### src/ptg_pkg.sv
/*
  Constants and carrier types for the built-in pseudo-random test pattern generator.
  Assumes a single system clock domain and an active-low asynchronous chip reset.
*/
package ptg_pkg;
  // ----------------------------------------------------------------
  // Sequence generator constants
  // ----------------------------------------------------------------
  localparam int LFSR_LEN = 9;
  localparam int TAP_HI = 8;
  localparam int TAP_LO = 4;
  localparam logic [LFSR_LEN-1:0] LFSR_SEED = 9'h1ff;
  localparam logic [LFSR_LEN-1:0] LFSR_ZERO = 9'h000;
  localparam int BUF_DEPTH = 2;

  // ----------------------------------------------------------------
  // Carrier types
  // ----------------------------------------------------------------
  typedef enum logic {PTG_RX, PTG_TX} ptg_dir_t;

  typedef struct packed {
    logic bit_val;
    ptg_dir_t dir;
  } ptg_word_t;
endpackage

### src/ptg_gen.sv
/*
  Holds the test pattern generator: a nine-stage sequence XORed onto the serial data stream.
  Assumes the serial data line and the enable bit arrive from outside the clock domain and
  that bits are presented as one-cycle strobes from the config_register_a bit clock logic.
*/
`timescale 1ns/100ps
module ptg_gen #(
  parameter int DEPTH = ptg_pkg::BUF_DEPTH
) (
  input wire logic clk_sys,
  input wire logic nrst,
  input wire logic prbs_gen_enable_bit,
  input wire logic serial_data_line,
  input wire logic bit_strobe,
  input wire logic tx_mode,
  input wire logic out_ready,
  output logic out_valid,
  output ptg_pkg::ptg_word_t out_word,
  output logic in_ready
);
  // ----------------------------------------------------------------
  // Input synchronisers
  // ----------------------------------------------------------------
  logic en_s1_r;
  logic en_s2_r;
  logic dat_s1_r;
  logic dat_s2_r;
  logic en_d_r;
  // Enable bit synchroniser.
  // The delayed copy resets low like the idle pin, so reset gives no false rise.
  always_ff @(posedge clk_sys or negedge nrst) begin
    if (!nrst) begin
      en_s1_r <= 1'b0;
      en_s2_r <= 1'b0;
      en_d_r <= 1'b0;
    end else begin
      en_s1_r <= prbs_gen_enable_bit;
      en_s2_r <= en_s1_r;
      en_d_r <= en_s2_r;
    end
  end

  always_ff @(posedge clk_sys or negedge nrst) begin
    if (!nrst) begin
      dat_s1_r <= 1'b0;
      dat_s2_r <= 1'b0;
    end else begin
      dat_s1_r <= serial_data_line;
      dat_s2_r <= dat_s1_r;
    end
  end

  // ----------------------------------------------------------------
  // Sequence register
  // ----------------------------------------------------------------
  logic [ptg_pkg::LFSR_LEN-1:0] lfsr_r;
  logic [ptg_pkg::LFSR_LEN-1:0] lfsr_nxt;
  wire en_rise = en_s2_r & ~en_d_r;
  wire take = bit_strobe & in_ready;
  wire fb = lfsr_r[ptg_pkg::TAP_HI] ^ lfsr_r[ptg_pkg::TAP_LO];
  wire step = en_s2_r & take;
  assign lfsr_nxt = en_rise ? ptg_pkg::LFSR_SEED :
                    step ? {lfsr_r[ptg_pkg::LFSR_LEN-2:0], fb} : lfsr_r;
  always_ff @(posedge clk_sys or negedge nrst) begin
    if (!nrst) begin
      lfsr_r <= ptg_pkg::LFSR_SEED;
    end else begin
      lfsr_r <= lfsr_nxt;
    end
  end

  wire mixed = dat_s2_r ^ (en_s2_r & lfsr_r[ptg_pkg::TAP_HI]);
  wire ptg_pkg::ptg_dir_t dir_sel = tx_mode ? ptg_pkg::PTG_TX : ptg_pkg::PTG_RX;
  ptg_pkg::ptg_word_t in_word;
  assign in_word = '{bit_val: mixed, dir: dir_sel};

  // ----------------------------------------------------------------
  // Two-entry buffer
  // ----------------------------------------------------------------
  // A stalled receiver also holds the sequence still once the buffer is full and strobes are refused, so no bit is misaligned.
  localparam int AW = $clog2(DEPTH);
  ptg_pkg::ptg_word_t mem_r [DEPTH];
  logic [AW-1:0] wp_r;
  logic [AW-1:0] rp_r;
  logic [AW:0] cnt_r;
  wire pop = out_valid & out_ready;
  wire [AW-1:0] wp_inc = (wp_r == AW'(DEPTH-1)) ? '0 : wp_r + 1'b1;
  wire [AW-1:0] rp_inc = (rp_r == AW'(DEPTH-1)) ? '0 : rp_r + 1'b1;
  wire [AW:0] cnt_nxt = cnt_r + (AW+1)'(take) - (AW+1)'(pop);
  wire [AW-1:0] rp_nxt = pop ? rp_inc : rp_r;
  wire [AW-1:0] wp_nxt = take ? wp_inc : wp_r;
  wire in_ready_nxt = cnt_nxt != (AW+1)'(DEPTH);
  wire out_valid_nxt = cnt_nxt != '0;
  // A word taken while the buffer is empty or its last word leaves bypasses storage, so latency stays one cycle.
  wire bypass = take && (wp_r == rp_nxt);
  wire ptg_pkg::ptg_word_t out_word_nxt = bypass ? in_word : mem_r[rp_nxt];

  // Pointers and fill count.
  always_ff @(posedge clk_sys or negedge nrst) begin
    if (!nrst) begin
      wp_r <= '0;
      rp_r <= '0;
      cnt_r <= '0;
    end else begin
      wp_r <= wp_nxt;
      rp_r <= rp_nxt;
      cnt_r <= cnt_nxt;
    end
  end

  // Handshake flags, straight from flip-flops.
  always_ff @(posedge clk_sys or negedge nrst) begin
    if (!nrst) begin
      in_ready <= 1'b1;
      out_valid <= 1'b0;
    end else begin
      in_ready <= in_ready_nxt;
      out_valid <= out_valid_nxt;
    end
  end

  always_ff @(posedge clk_sys or negedge nrst) begin
    if (!nrst) begin
      out_word <= '0;
    end else begin
      out_word <= out_word_nxt;
    end
  end
  generate
    for (genvar i = 0; i < DEPTH; i++) begin : g_mem
      always_ff @(posedge clk_sys or negedge nrst) begin
        if (!nrst) begin
          mem_r[i] <= '0;
        end else if (take && wp_r == AW'(i)) begin
          mem_r[i] <= in_word;
        end
      end
    end
  endgenerate

  // ----------------------------------------------------------------
  // Checks
  // ----------------------------------------------------------------
  lock_free_a: assert property (@(posedge clk_sys) disable iff (!nrst)
    lfsr_r != ptg_pkg::LFSR_ZERO)
    else $error("Sequence register reached all zero.");
  hold_off_a: assert property (@(posedge clk_sys) disable iff (!nrst)
    (!en_s2_r && !en_rise) |=> $stable(lfsr_r))
    else $error("Sequence advanced while disabled.");
  shift_poly_a: assert property (@(posedge clk_sys) disable iff (!nrst)
    (step && !en_rise) |=> lfsr_r == {$past(lfsr_r[7:0]),
      $past(lfsr_r[8]) ^ $past(lfsr_r[4])})
    else $error("Sequence step does not follow the polynomial.");
  seed_load_a: assert property (@(posedge clk_sys) disable iff (!nrst)
    en_rise |=> lfsr_r == ptg_pkg::LFSR_SEED)
    else $error("Seed not loaded on enable.");
  xor_path_a: assert property (@(posedge clk_sys) disable iff (!nrst)
    in_word.bit_val == (dat_s2_r ^ (en_s2_r & lfsr_r[8])))
    else $error("Stream bit not mixed with sequence.");
  pass_thru_a: assert property (@(posedge clk_sys) disable iff (!nrst)
    !en_s2_r |-> in_word.bit_val == dat_s2_r)
    else $error("Stream altered while disabled.");
  buf_full_a: assert property (@(posedge clk_sys) disable iff (!nrst)
    cnt_r == (AW+1)'(DEPTH) |-> !in_ready)
    else $error("Buffer accepts while full.");
  buf_hold_a: assert property (@(posedge clk_sys) disable iff (!nrst)
    (out_valid && !out_ready) |=> out_valid && $stable(out_word))
    else $error("Output word dropped under stall.");

  // ----------------------------------------------------------------
  // Buffer, handshake, direction tag and sequence checks
  // ----------------------------------------------------------------
  cnt_bound_a: assert property (@(posedge clk_sys) disable iff (!nrst)
    cnt_r <= (AW+1)'(DEPTH))
    else $error("Buffer count beyond depth.");
  refuse_keep_a: assert property (@(posedge clk_sys) disable iff (!nrst)
    (bit_strobe && !in_ready && !en_rise) |=> $stable(lfsr_r))
    else $error("Refused strobe advanced the sequence.");
  ready_empty_a: assert property (@(posedge clk_sys) disable iff (!nrst)
    cnt_r == '0 |-> in_ready)
    else $error("Empty buffer refuses.");
  take_valid_a: assert property (@(posedge clk_sys) disable iff (!nrst)
    take |=> out_valid)
    else $error("Taken bit not offered.");
  drain_last_a: assert property (@(posedge clk_sys) disable iff (!nrst)
    (pop && !take && cnt_r == (AW+1)'(1)) |=> !out_valid)
    else $error("Valid stays after last word left.");
  fill_last_a: assert property (@(posedge clk_sys) disable iff (!nrst)
    (take && !pop && cnt_r == (AW+1)'(DEPTH-1)) |=> !in_ready)
    else $error("Ready stays after buffer filled.");
  rx_tag_a: assert property (@(posedge clk_sys) disable iff (!nrst)
    (take && !tx_mode) |-> in_word.dir == ptg_pkg::PTG_RX)
    else $error("Receive bit tagged as transmit.");
  tx_tag_a: assert property (@(posedge clk_sys) disable iff (!nrst)
    (take && tx_mode) |-> in_word.dir == ptg_pkg::PTG_TX)
    else $error("Transmit bit tagged as receive.");
  first_word_a: assert property (@(posedge clk_sys) disable iff (!nrst)
    (take && cnt_r == '0) |=> out_word == $past(in_word))
    else $error("First word not passed straight through.");
  seq_mix_a: assert property (@(posedge clk_sys) disable iff (!nrst)
    (en_s2_r && take) |-> in_word.bit_val == (dat_s2_r ^ lfsr_r[ptg_pkg::TAP_HI]))
    else $error("Enabled bit not mixed with sequence output.");
endmodule // ptg_gen

### config.mk
export PLATFORM = sky130hd
export DESIGN_NAME = ptg_gen
export DESIGN_NICKNAME = d
export VERILOG_FILES = /design/src/ptg_pkg.sv /design/src/ptg_gen.sv
export SDC_FILE = /design/constraint.sdc
export NUM_CORES = 1
export LEC_CHECK = 0
export ABC_AREA = 1
export BUFFER_PORTS_ARGS = -buffer_cell sky130_fd_sc_hd__buf_2
export CORE_ASPECT_RATIO = 0.9
export CORE_MARGIN = 3
export CORE_UTILIZATION = 55
export CTS_BUF_LIST = sky130_fd_sc_hd__clkbuf_4 sky130_fd_sc_hd__clkbuf_8 sky130_fd_sc_hd__clkbuf_16
export DETAILED_ROUTE_END_ITERATION = 6
export GPL_TIMING_DRIVEN = 0
export HOLD_SLACK_MARGIN = 0.02
export PLACE_DENSITY = 0.77
export SYNTH_ARGS = -nofsm -noshare
export SYNTH_HDL_FRONTEND = slang
export SYNTH_SLANG_ARGS = --single-unit
### constraint.sdc
create_clock -name clk_sys -period 1.8 [get_ports clk_sys]
set_input_delay 0 -clock clk_sys [delete_from_list [all_inputs] [get_ports clk_sys]]
set_output_delay 0 -clock clk_sys [all_outputs]
set_load 0.1 [all_outputs]
==> metrics.yaml, run 1 <==
clock_network:
  htreeDepth: 1
  clk_latency_ps: 320
  clk_root_buffer_cell: "clkbuf_4"
  clk_pin_slew_ps: 140
  cts_tree: "yes"
  clock_path_buffers: 2
  clock-sinks: 26
  cts_buffers: 3
timing:
  finalMaxSlewViolations: 0
  layout_setup_ws_ps: 99.3
  holdWs_ps: 93.2
  fin_crit_ps: 1700
  hold_viol_final: 0
  setup_viol: 0
  clock-skew-final_ps: 9.58
  max_freq_mhz: 588
  finalCritPeriodShare: 0.945
  slew_headroom: 0.639
  tns_ps: 0
  worst_slew_pin_slew_ps: 542
power:
  ir_worst_vdd_mv: 1.19
  power.density_nw_per_um2: 1670
  power_frac_clock: 0.177
  p_leak_nw: 0.686
  p_int_mw: 1.29
  pwr-share-seq: 0.385
  finalPower_mw: 2.21
  p_sw_mw: 0.928
  p_comb_frac: 0.438
  swShare: 0.419
global_route:
  grt_use_met2: 0.290
  grt_util_all_layers: 0.182
  met1_usage: 0.231
  grt_max_degree: 27
  busiest_layer: "met2"
  globalRouteMet3Util: 0.0612
  grt_pass1_wl_um: 3200
  grt_overflow: 0
  antenna_found_initial: 0
  grt_pass1_vias: 743
critical_path:
  cp-start-kind: "flop"
  slowest_delay_ps: 500
  r2r_slack_ps: 100
  crit_type: "reg -> reg"
  worstSetupEndpoint: "in_ready"
  critPathSlowestCell: "dfrtp_4"
  worstSetupStartpoint: "out_valid"
  path_max_fanout: 3
  worstPathCellList: "nand2_2 -> inv_1 -> ha_1 -> inv_1 -> ha_4 -> xor2_4 -> xor2_2 -> nand2_1"
  worstRegToRegCells: 8
  worst_path_most_repeated_cell: "inv_1"
  r2r_start: "out_valid"
  endpoint_kind: "flop"
  required_ps: 2070
  worstReg2RegEnd: "in_ready"
  worst_ep_arrival_time_ps: 1970
floorplanning:
  start_util: 0.615
  dieWidth_um: 52.9
  die_area_um2: 2550
  num_io_pins: 11
  row_count: 14
  core_area_um2: 1770
  chipHeight_um: 48.2
placed_design:
  dpl-instance-area_um2: 1180
  pre_cts_slack_ps: 15.7
  portBuffers: 10
  routabilityCongestion: 0.781
  hpwl_um: 1330
  placed_cells: 141
drt:
  drt-pass1-iter-count: 4
  vias: 760
  drc: 0
  drtIter0Drc: 19
  via_per_inst: 5.03
  routedWlPerCell_um: 12.4
  ant_nets: 0
  drt_wl_total_um: 1870
synth:
  synth-xor-area-share: 0.0241
  yosysUniqueCellTypes: 20
  ys_ff_latch: 26
  synth-seq-area-share: 0.609
  syn-cell-area_um2: 1090
  synth.mux.area_fraction: 0.0138
  synth_top_family_by_area: "simple AND/OR/NAND/NOR gates"
  synth-simple-area-share: 0.169
  synth_compound_area_frac: 0.0920
  synth_area_per_cell_um2: 10.2
  syn_inst: 107
  syn_nets: 116
  ys_warn_count: 0
  synth_adder_area_share: 0.0230
final_layout:
  syn2layout_area_growth_pct: 22.0
  antennaDiodeCount: 0
  drive_gt1_frac: 0.276
  fin_cells: 151
  design_area_um2: 1330
  fillers: 116
  fin_nets: 137
  final_util: 0.750
hold_path:
  hold_path.class: "in -> reg"
  whs_path_depth: 3
status:
  status: "finished, final reports clean"
flow_run:
  cap_violations: 0
-- Yosys cell counts (all sizes together) --
cell / instances / share of area
nand4: 2 / 0.011
xor2: 2 / 0.016
dfrtp: 16 / 0.37
dfstp: 10 / 0.24
nand3: 9 / 0.041
nor2: 5 / 0.024
inv: 20 / 0.069
mux2: 1 / 0.014
a31oi: 1 / 0.0058
o21ai: 2 / 0.020
xnor2: 1 / 0.0080
a22oi: 8 / 0.055
ha: 2 / 0.023
nand2: 26 / 0.092
a21oi: 1 / 0.0046
o21a: 1 / 0.0069
-- kinds of logic after synthesis --
| logic type | count (synthesis) |
|---|---|
| xor gates and xnor gates | 3 |
| buffers and inverters | 20 |
| adders and majority gates | 2 |
| muxes | 1 |
| AOI/OAI and AO/OA | 13 |
| and+or+nand+nor | 42 |
| DFF | 26 |
-- what timing repair did --
| action | CTS | global route |
|---|---|---|
| hold endpoints to repair | 31 | 0 |
| setup endpoints to repair | 1 | 3 |
| pin swaps | 2 | 2 |
| hold buffers | 5 | 0 |
| setup buffers | 1 | 0 |
| resized for setup | 1 | 4 |
-- per-layer routing --
metal / wire (um) / vias up
li1: - / 383
met1: 856 / 357
met2: 889 / 16
met3: 84 / 4
met4: 34 / 0
met5: 0 / -
-- worst max-delay path, delay by kind of cell, from the launching register on --
kind	cells	cell delay (ps)
XOR/XNOR	2	390
adder cells (fa/ha/maj)	2	440
buffers and inverters	2	160
flip-flops	1	500
AND/OR/NAND/NOR	2	160
-- power by group through the flow --
stage | Combinational (mW) | Clock [mW] | Sequential [mW]
finish | 0.969 | 0.393 | 0.853
global route | 1.06 | 0.429 | 0.875
CTS | 0.898 | 0.399 | 0.846
detailed placement | 0.870 | 0 | 0.856
global placement | 0.828 | 0 | 0.850
floorplan | 0.422 | 0 | 1.14
-- sequential cells by signal, summed over array words and instances (netlist names), 2 cells and up --
signal and count:
mem_r 4, out_word 2, cnt_r 2, lfsr_r 9
-- layout by cell type (no fill, tap or decap), types with 3 or more instances in the layout --
master | Yosys | final
dfstp_2 | 10 | 9
nand3_1 | 9 | 9
dlygate4sd3_1 | 0 | 5
clkbuf_4 | 0 | 3
dfrtp_1 | 16 | 15
nand2_1 | 25 | 24
a22oi_1 | 8 | 8
buf_2 | 0 | 10
inv_1 | 19 | 19
nor2_1 | 4 | 4
-- layout make-up --
cell class              instances  area [um^2]  share of cell area
clock buffers                   3         22.5              0.0170
repair buffers                 16          108              0.0811
well taps                      24         30.0              0.0226
flip-flops and latches         26          671               0.505
inverters                      20         75.1              0.0566
clock inverters                 1         30.0              0.0226
multi-input cells              61          392               0.295
-- worst min-delay path by stage --
stage                     slack [ps]  startpoint        to
after CTS                         80   out_ready      rp_r
final                             90   out_ready      rp_r
after global placement            10        nrst  mem_r[0]
after global routing             120   out_ready      rp_r
after detailed placement          20        nrst  mem_r[1]
after floorplan                 -300        nrst  cnt_r[0]
(Power assumes the default switching activity.)
==> run 2, diff against run 1 <==
--- a/config.mk
+++ b/config.mk
@@ -6,6 +6,7 @@
 export NUM_CORES = 1
 export LEC_CHECK = 0
 export ABC_AREA = 1
+export ABC_CLOCK_PERIOD_IN_PS = 1800
 export BUFFER_PORTS_ARGS = -buffer_cell sky130_fd_sc_hd__buf_2
 export CORE_ASPECT_RATIO = 0.9
 export CORE_MARGIN = 3
@@ -14,7 +15,8 @@
 export DETAILED_ROUTE_END_ITERATION = 6
 export GPL_TIMING_DRIVEN = 0
 export HOLD_SLACK_MARGIN = 0.02
-export PLACE_DENSITY = 0.77
+export PLACE_DENSITY_LB_ADDON = 0.08
 export SYNTH_ARGS = -nofsm -noshare
 export SYNTH_HDL_FRONTEND = slang
 export SYNTH_SLANG_ARGS = --single-unit
+export TNS_END_PERCENT = 20
==> run 2 against run 1 <==
  * Maximum frequency up 0.14%
  * Count of clock-buffer cells in the layout unchanged
  * First-iteration DRC count down 32%
  * Cell count down 0.66%
  * Critical endpoint unchanged
  * Critical path type unchanged
  * Critical path depth unchanged
  * Via count down 0.92%
  * Hold slack better by 16 ps
  * Combinational power down 10%
  * Register-to-register slack about the same
  * Sequential power down 0.6%
==> metrics.yaml, run 2 (synthesis results as in run 1) <==
status:
  status: "finished, final reports clean"
power:
  p_sw_mw: 0.872
  p_leak_nw: 0.680
  finalPower_mw: 2.11
  pwr-share-seq: 0.402
  swShare: 0.413
  p_comb_frac: 0.413
  power_frac_clock: 0.185
  power.density_nw_per_um2: 1630
  p_int_mw: 1.24
  ir_worst_vdd_mv: 1.13
drt:
  ant_nets: 0
  drc: 0
  drt-pass1-iter-count: 4
  drtIter0Drc: 13
  drt_wl_total_um: 1780
  routedWlPerCell_um: 11.8
  vias: 753
  via_per_inst: 5.02
final_layout:
  mostFrequentLayoutCells: "24 x nand2_1, 19 x inv_1, 15 x dfrtp_1, 10 x buf_2"
  seq_area_um2: 671
  multi_input_area_um2: 368
  final_common_cell: "nand2_1"
  largest_register_ffs: 9
  syn2layout_area_growth_pct: 19.1
  antennaDiodeCount: 0
  fin_nets: 136
  reg_top3: "lfsr_r: 9 flops, mem_r: 4 flops"
  drive_gt1_frac: 0.262
  design_area_um2: 1300
  top_register: "lfsr_r"
  fillers: 132
clock_network:
  cts_buffers: 3
  clk_root_buffer_cell: "clkbuf_4"
  cts_setup_buffers: 0
  clock_path_buffers: 2
  htreeDepth: 1
  cts_tree: "yes"
  clk_latency_ps: 320
  clock-sinks: 26
  clk_pin_slew_ps: 130
floorplanning:
  start_util: 0.615
  num_io_pins: 11
  die_area_um2: 2550
  dieWidth_um: 52.9
  chipHeight_um: 48.2
  row_count: 14
  core_area_um2: 1770
timing:
  max_freq_mhz: 589
  clock-skew-final_ps: 4.82
  setup_viol: 0
  worst_slew_pin_slew_ps: 557
  hold_viol_final: 0
  finalMaxSlewViolations: 0
  layout_setup_ws_ps: 102
  fin_crit_ps: 1700
  slew_headroom: 0.629
  finalCritPeriodShare: 0.944
critical_path:
  slowest_delay_ps: 520
  path_max_fanout: 4
  worstPathCellList: "nand2_4 -> inv_1 -> ha_1 -> inv_1 -> ha_2 -> xor2_2 -> xor2_1 -> nand2_1"
  worst_path_most_repeated_cell: "inv_1"
  worst_ep_arrival_time_ps: 1960
  required_ps: 2060
  crit_family: "flip-flops"
  path_buf_inv: 2
  critPathSlowestCell: "dfrtp_4"
  endpoint_kind: "flop"
  cp-start-kind: "flop"
  crit_type: "reg -> reg"
placed_design:
  routabilityCongestion: 0.734
  hpwl_um: 1280
  portBuffers: 10
  dpl-instance-area_um2: 1180
  pre_cts_slack_ps: 73.0
global_route:
  antenna_found_initial: 0
  grt_overflow: 0
  grt_pass1_wl_um: 2890
  grt_util_all_layers: 0.165
  grt_pass1_vias: 690
  grt_max_degree: 27
hold_path:
  hold_path.class: "in -> reg"
flow_run:
  cap_violations: 0
-- run 2: cell types whose count changed in the layout (fill, tap and decap cells not counted), sizes merged --
cell / previous run / this run
buf: 11 / 10
-- run 2: metal layers --
layer  vias up  part of all wire  GRT usage
li1        377                 -          -
met1       360              0.47      0.204
met2        16              0.48      0.275
met3         0             0.055     0.0642
met4         0                 0     0.0459
met5         -                 0          0
-- run 2: power groups by stage --
stage / Clock, mW / Sequential [mW] / Combinational [mW]
CTS: 0.404 / 0.845 / 0.866
global route: 0.426 / 0.866 / 0.961
finish: 0.390 / 0.848 / 0.872
global placement: 0 / 0.850 / 0.832
floorplan: 0 / 1.14 / 0.422
detailed placement: 0 / 0.854 / 0.855
-- run 2: tightest hold or removal path, stage by stage --
cell and delay (ps):
buf_2 130, nand3_1 150, nand2_1 110
-- run 2: worst paths after layout --
check | slack (ps) | from | endpoint | cells after the start
max in group asynchronous | 1210 | nrst | out_valid | 2
max reg2reg | 100 | out_valid | in_ready | 8
max | 100 | out_valid | in_ready | 8
min in group asynchronous | 180 | nrst | mem_r[2] | 2
min | 110 | out_ready | rp_r | 3
min reg2reg | 380 | en_s1_r | en_s2_r | 0
-- run 2: final cells by class --
type                    count  area share
clock buffers               3      0.0174
clock inverters             1      0.0232
inverters                  20      0.0579
multi-input cells          61       0.284
flip-flops and latches     26       0.517
well taps                  24      0.0232
repair buffers             15      0.0772
-- run 2: metrics by stage --
step                utilization  setup TNS, ps  hold WS [ps]  instances
finish                    0.733              0           110        150
global route              0.733          -2.94           120        150
CTS                       0.727              0          76.8        150
detailed placement        0.669              0          17.7        141
global placement          0.669              0          16.1        141
floorplan                     -              0          -296        107
-- run 2: repair_timing --
item	4_1_cts	5_1_grt
endpoints found under the setup margin	0	2
hold buffers	5	0
endpoints found under the hold margin	32	0
gates resized for setup	0	3
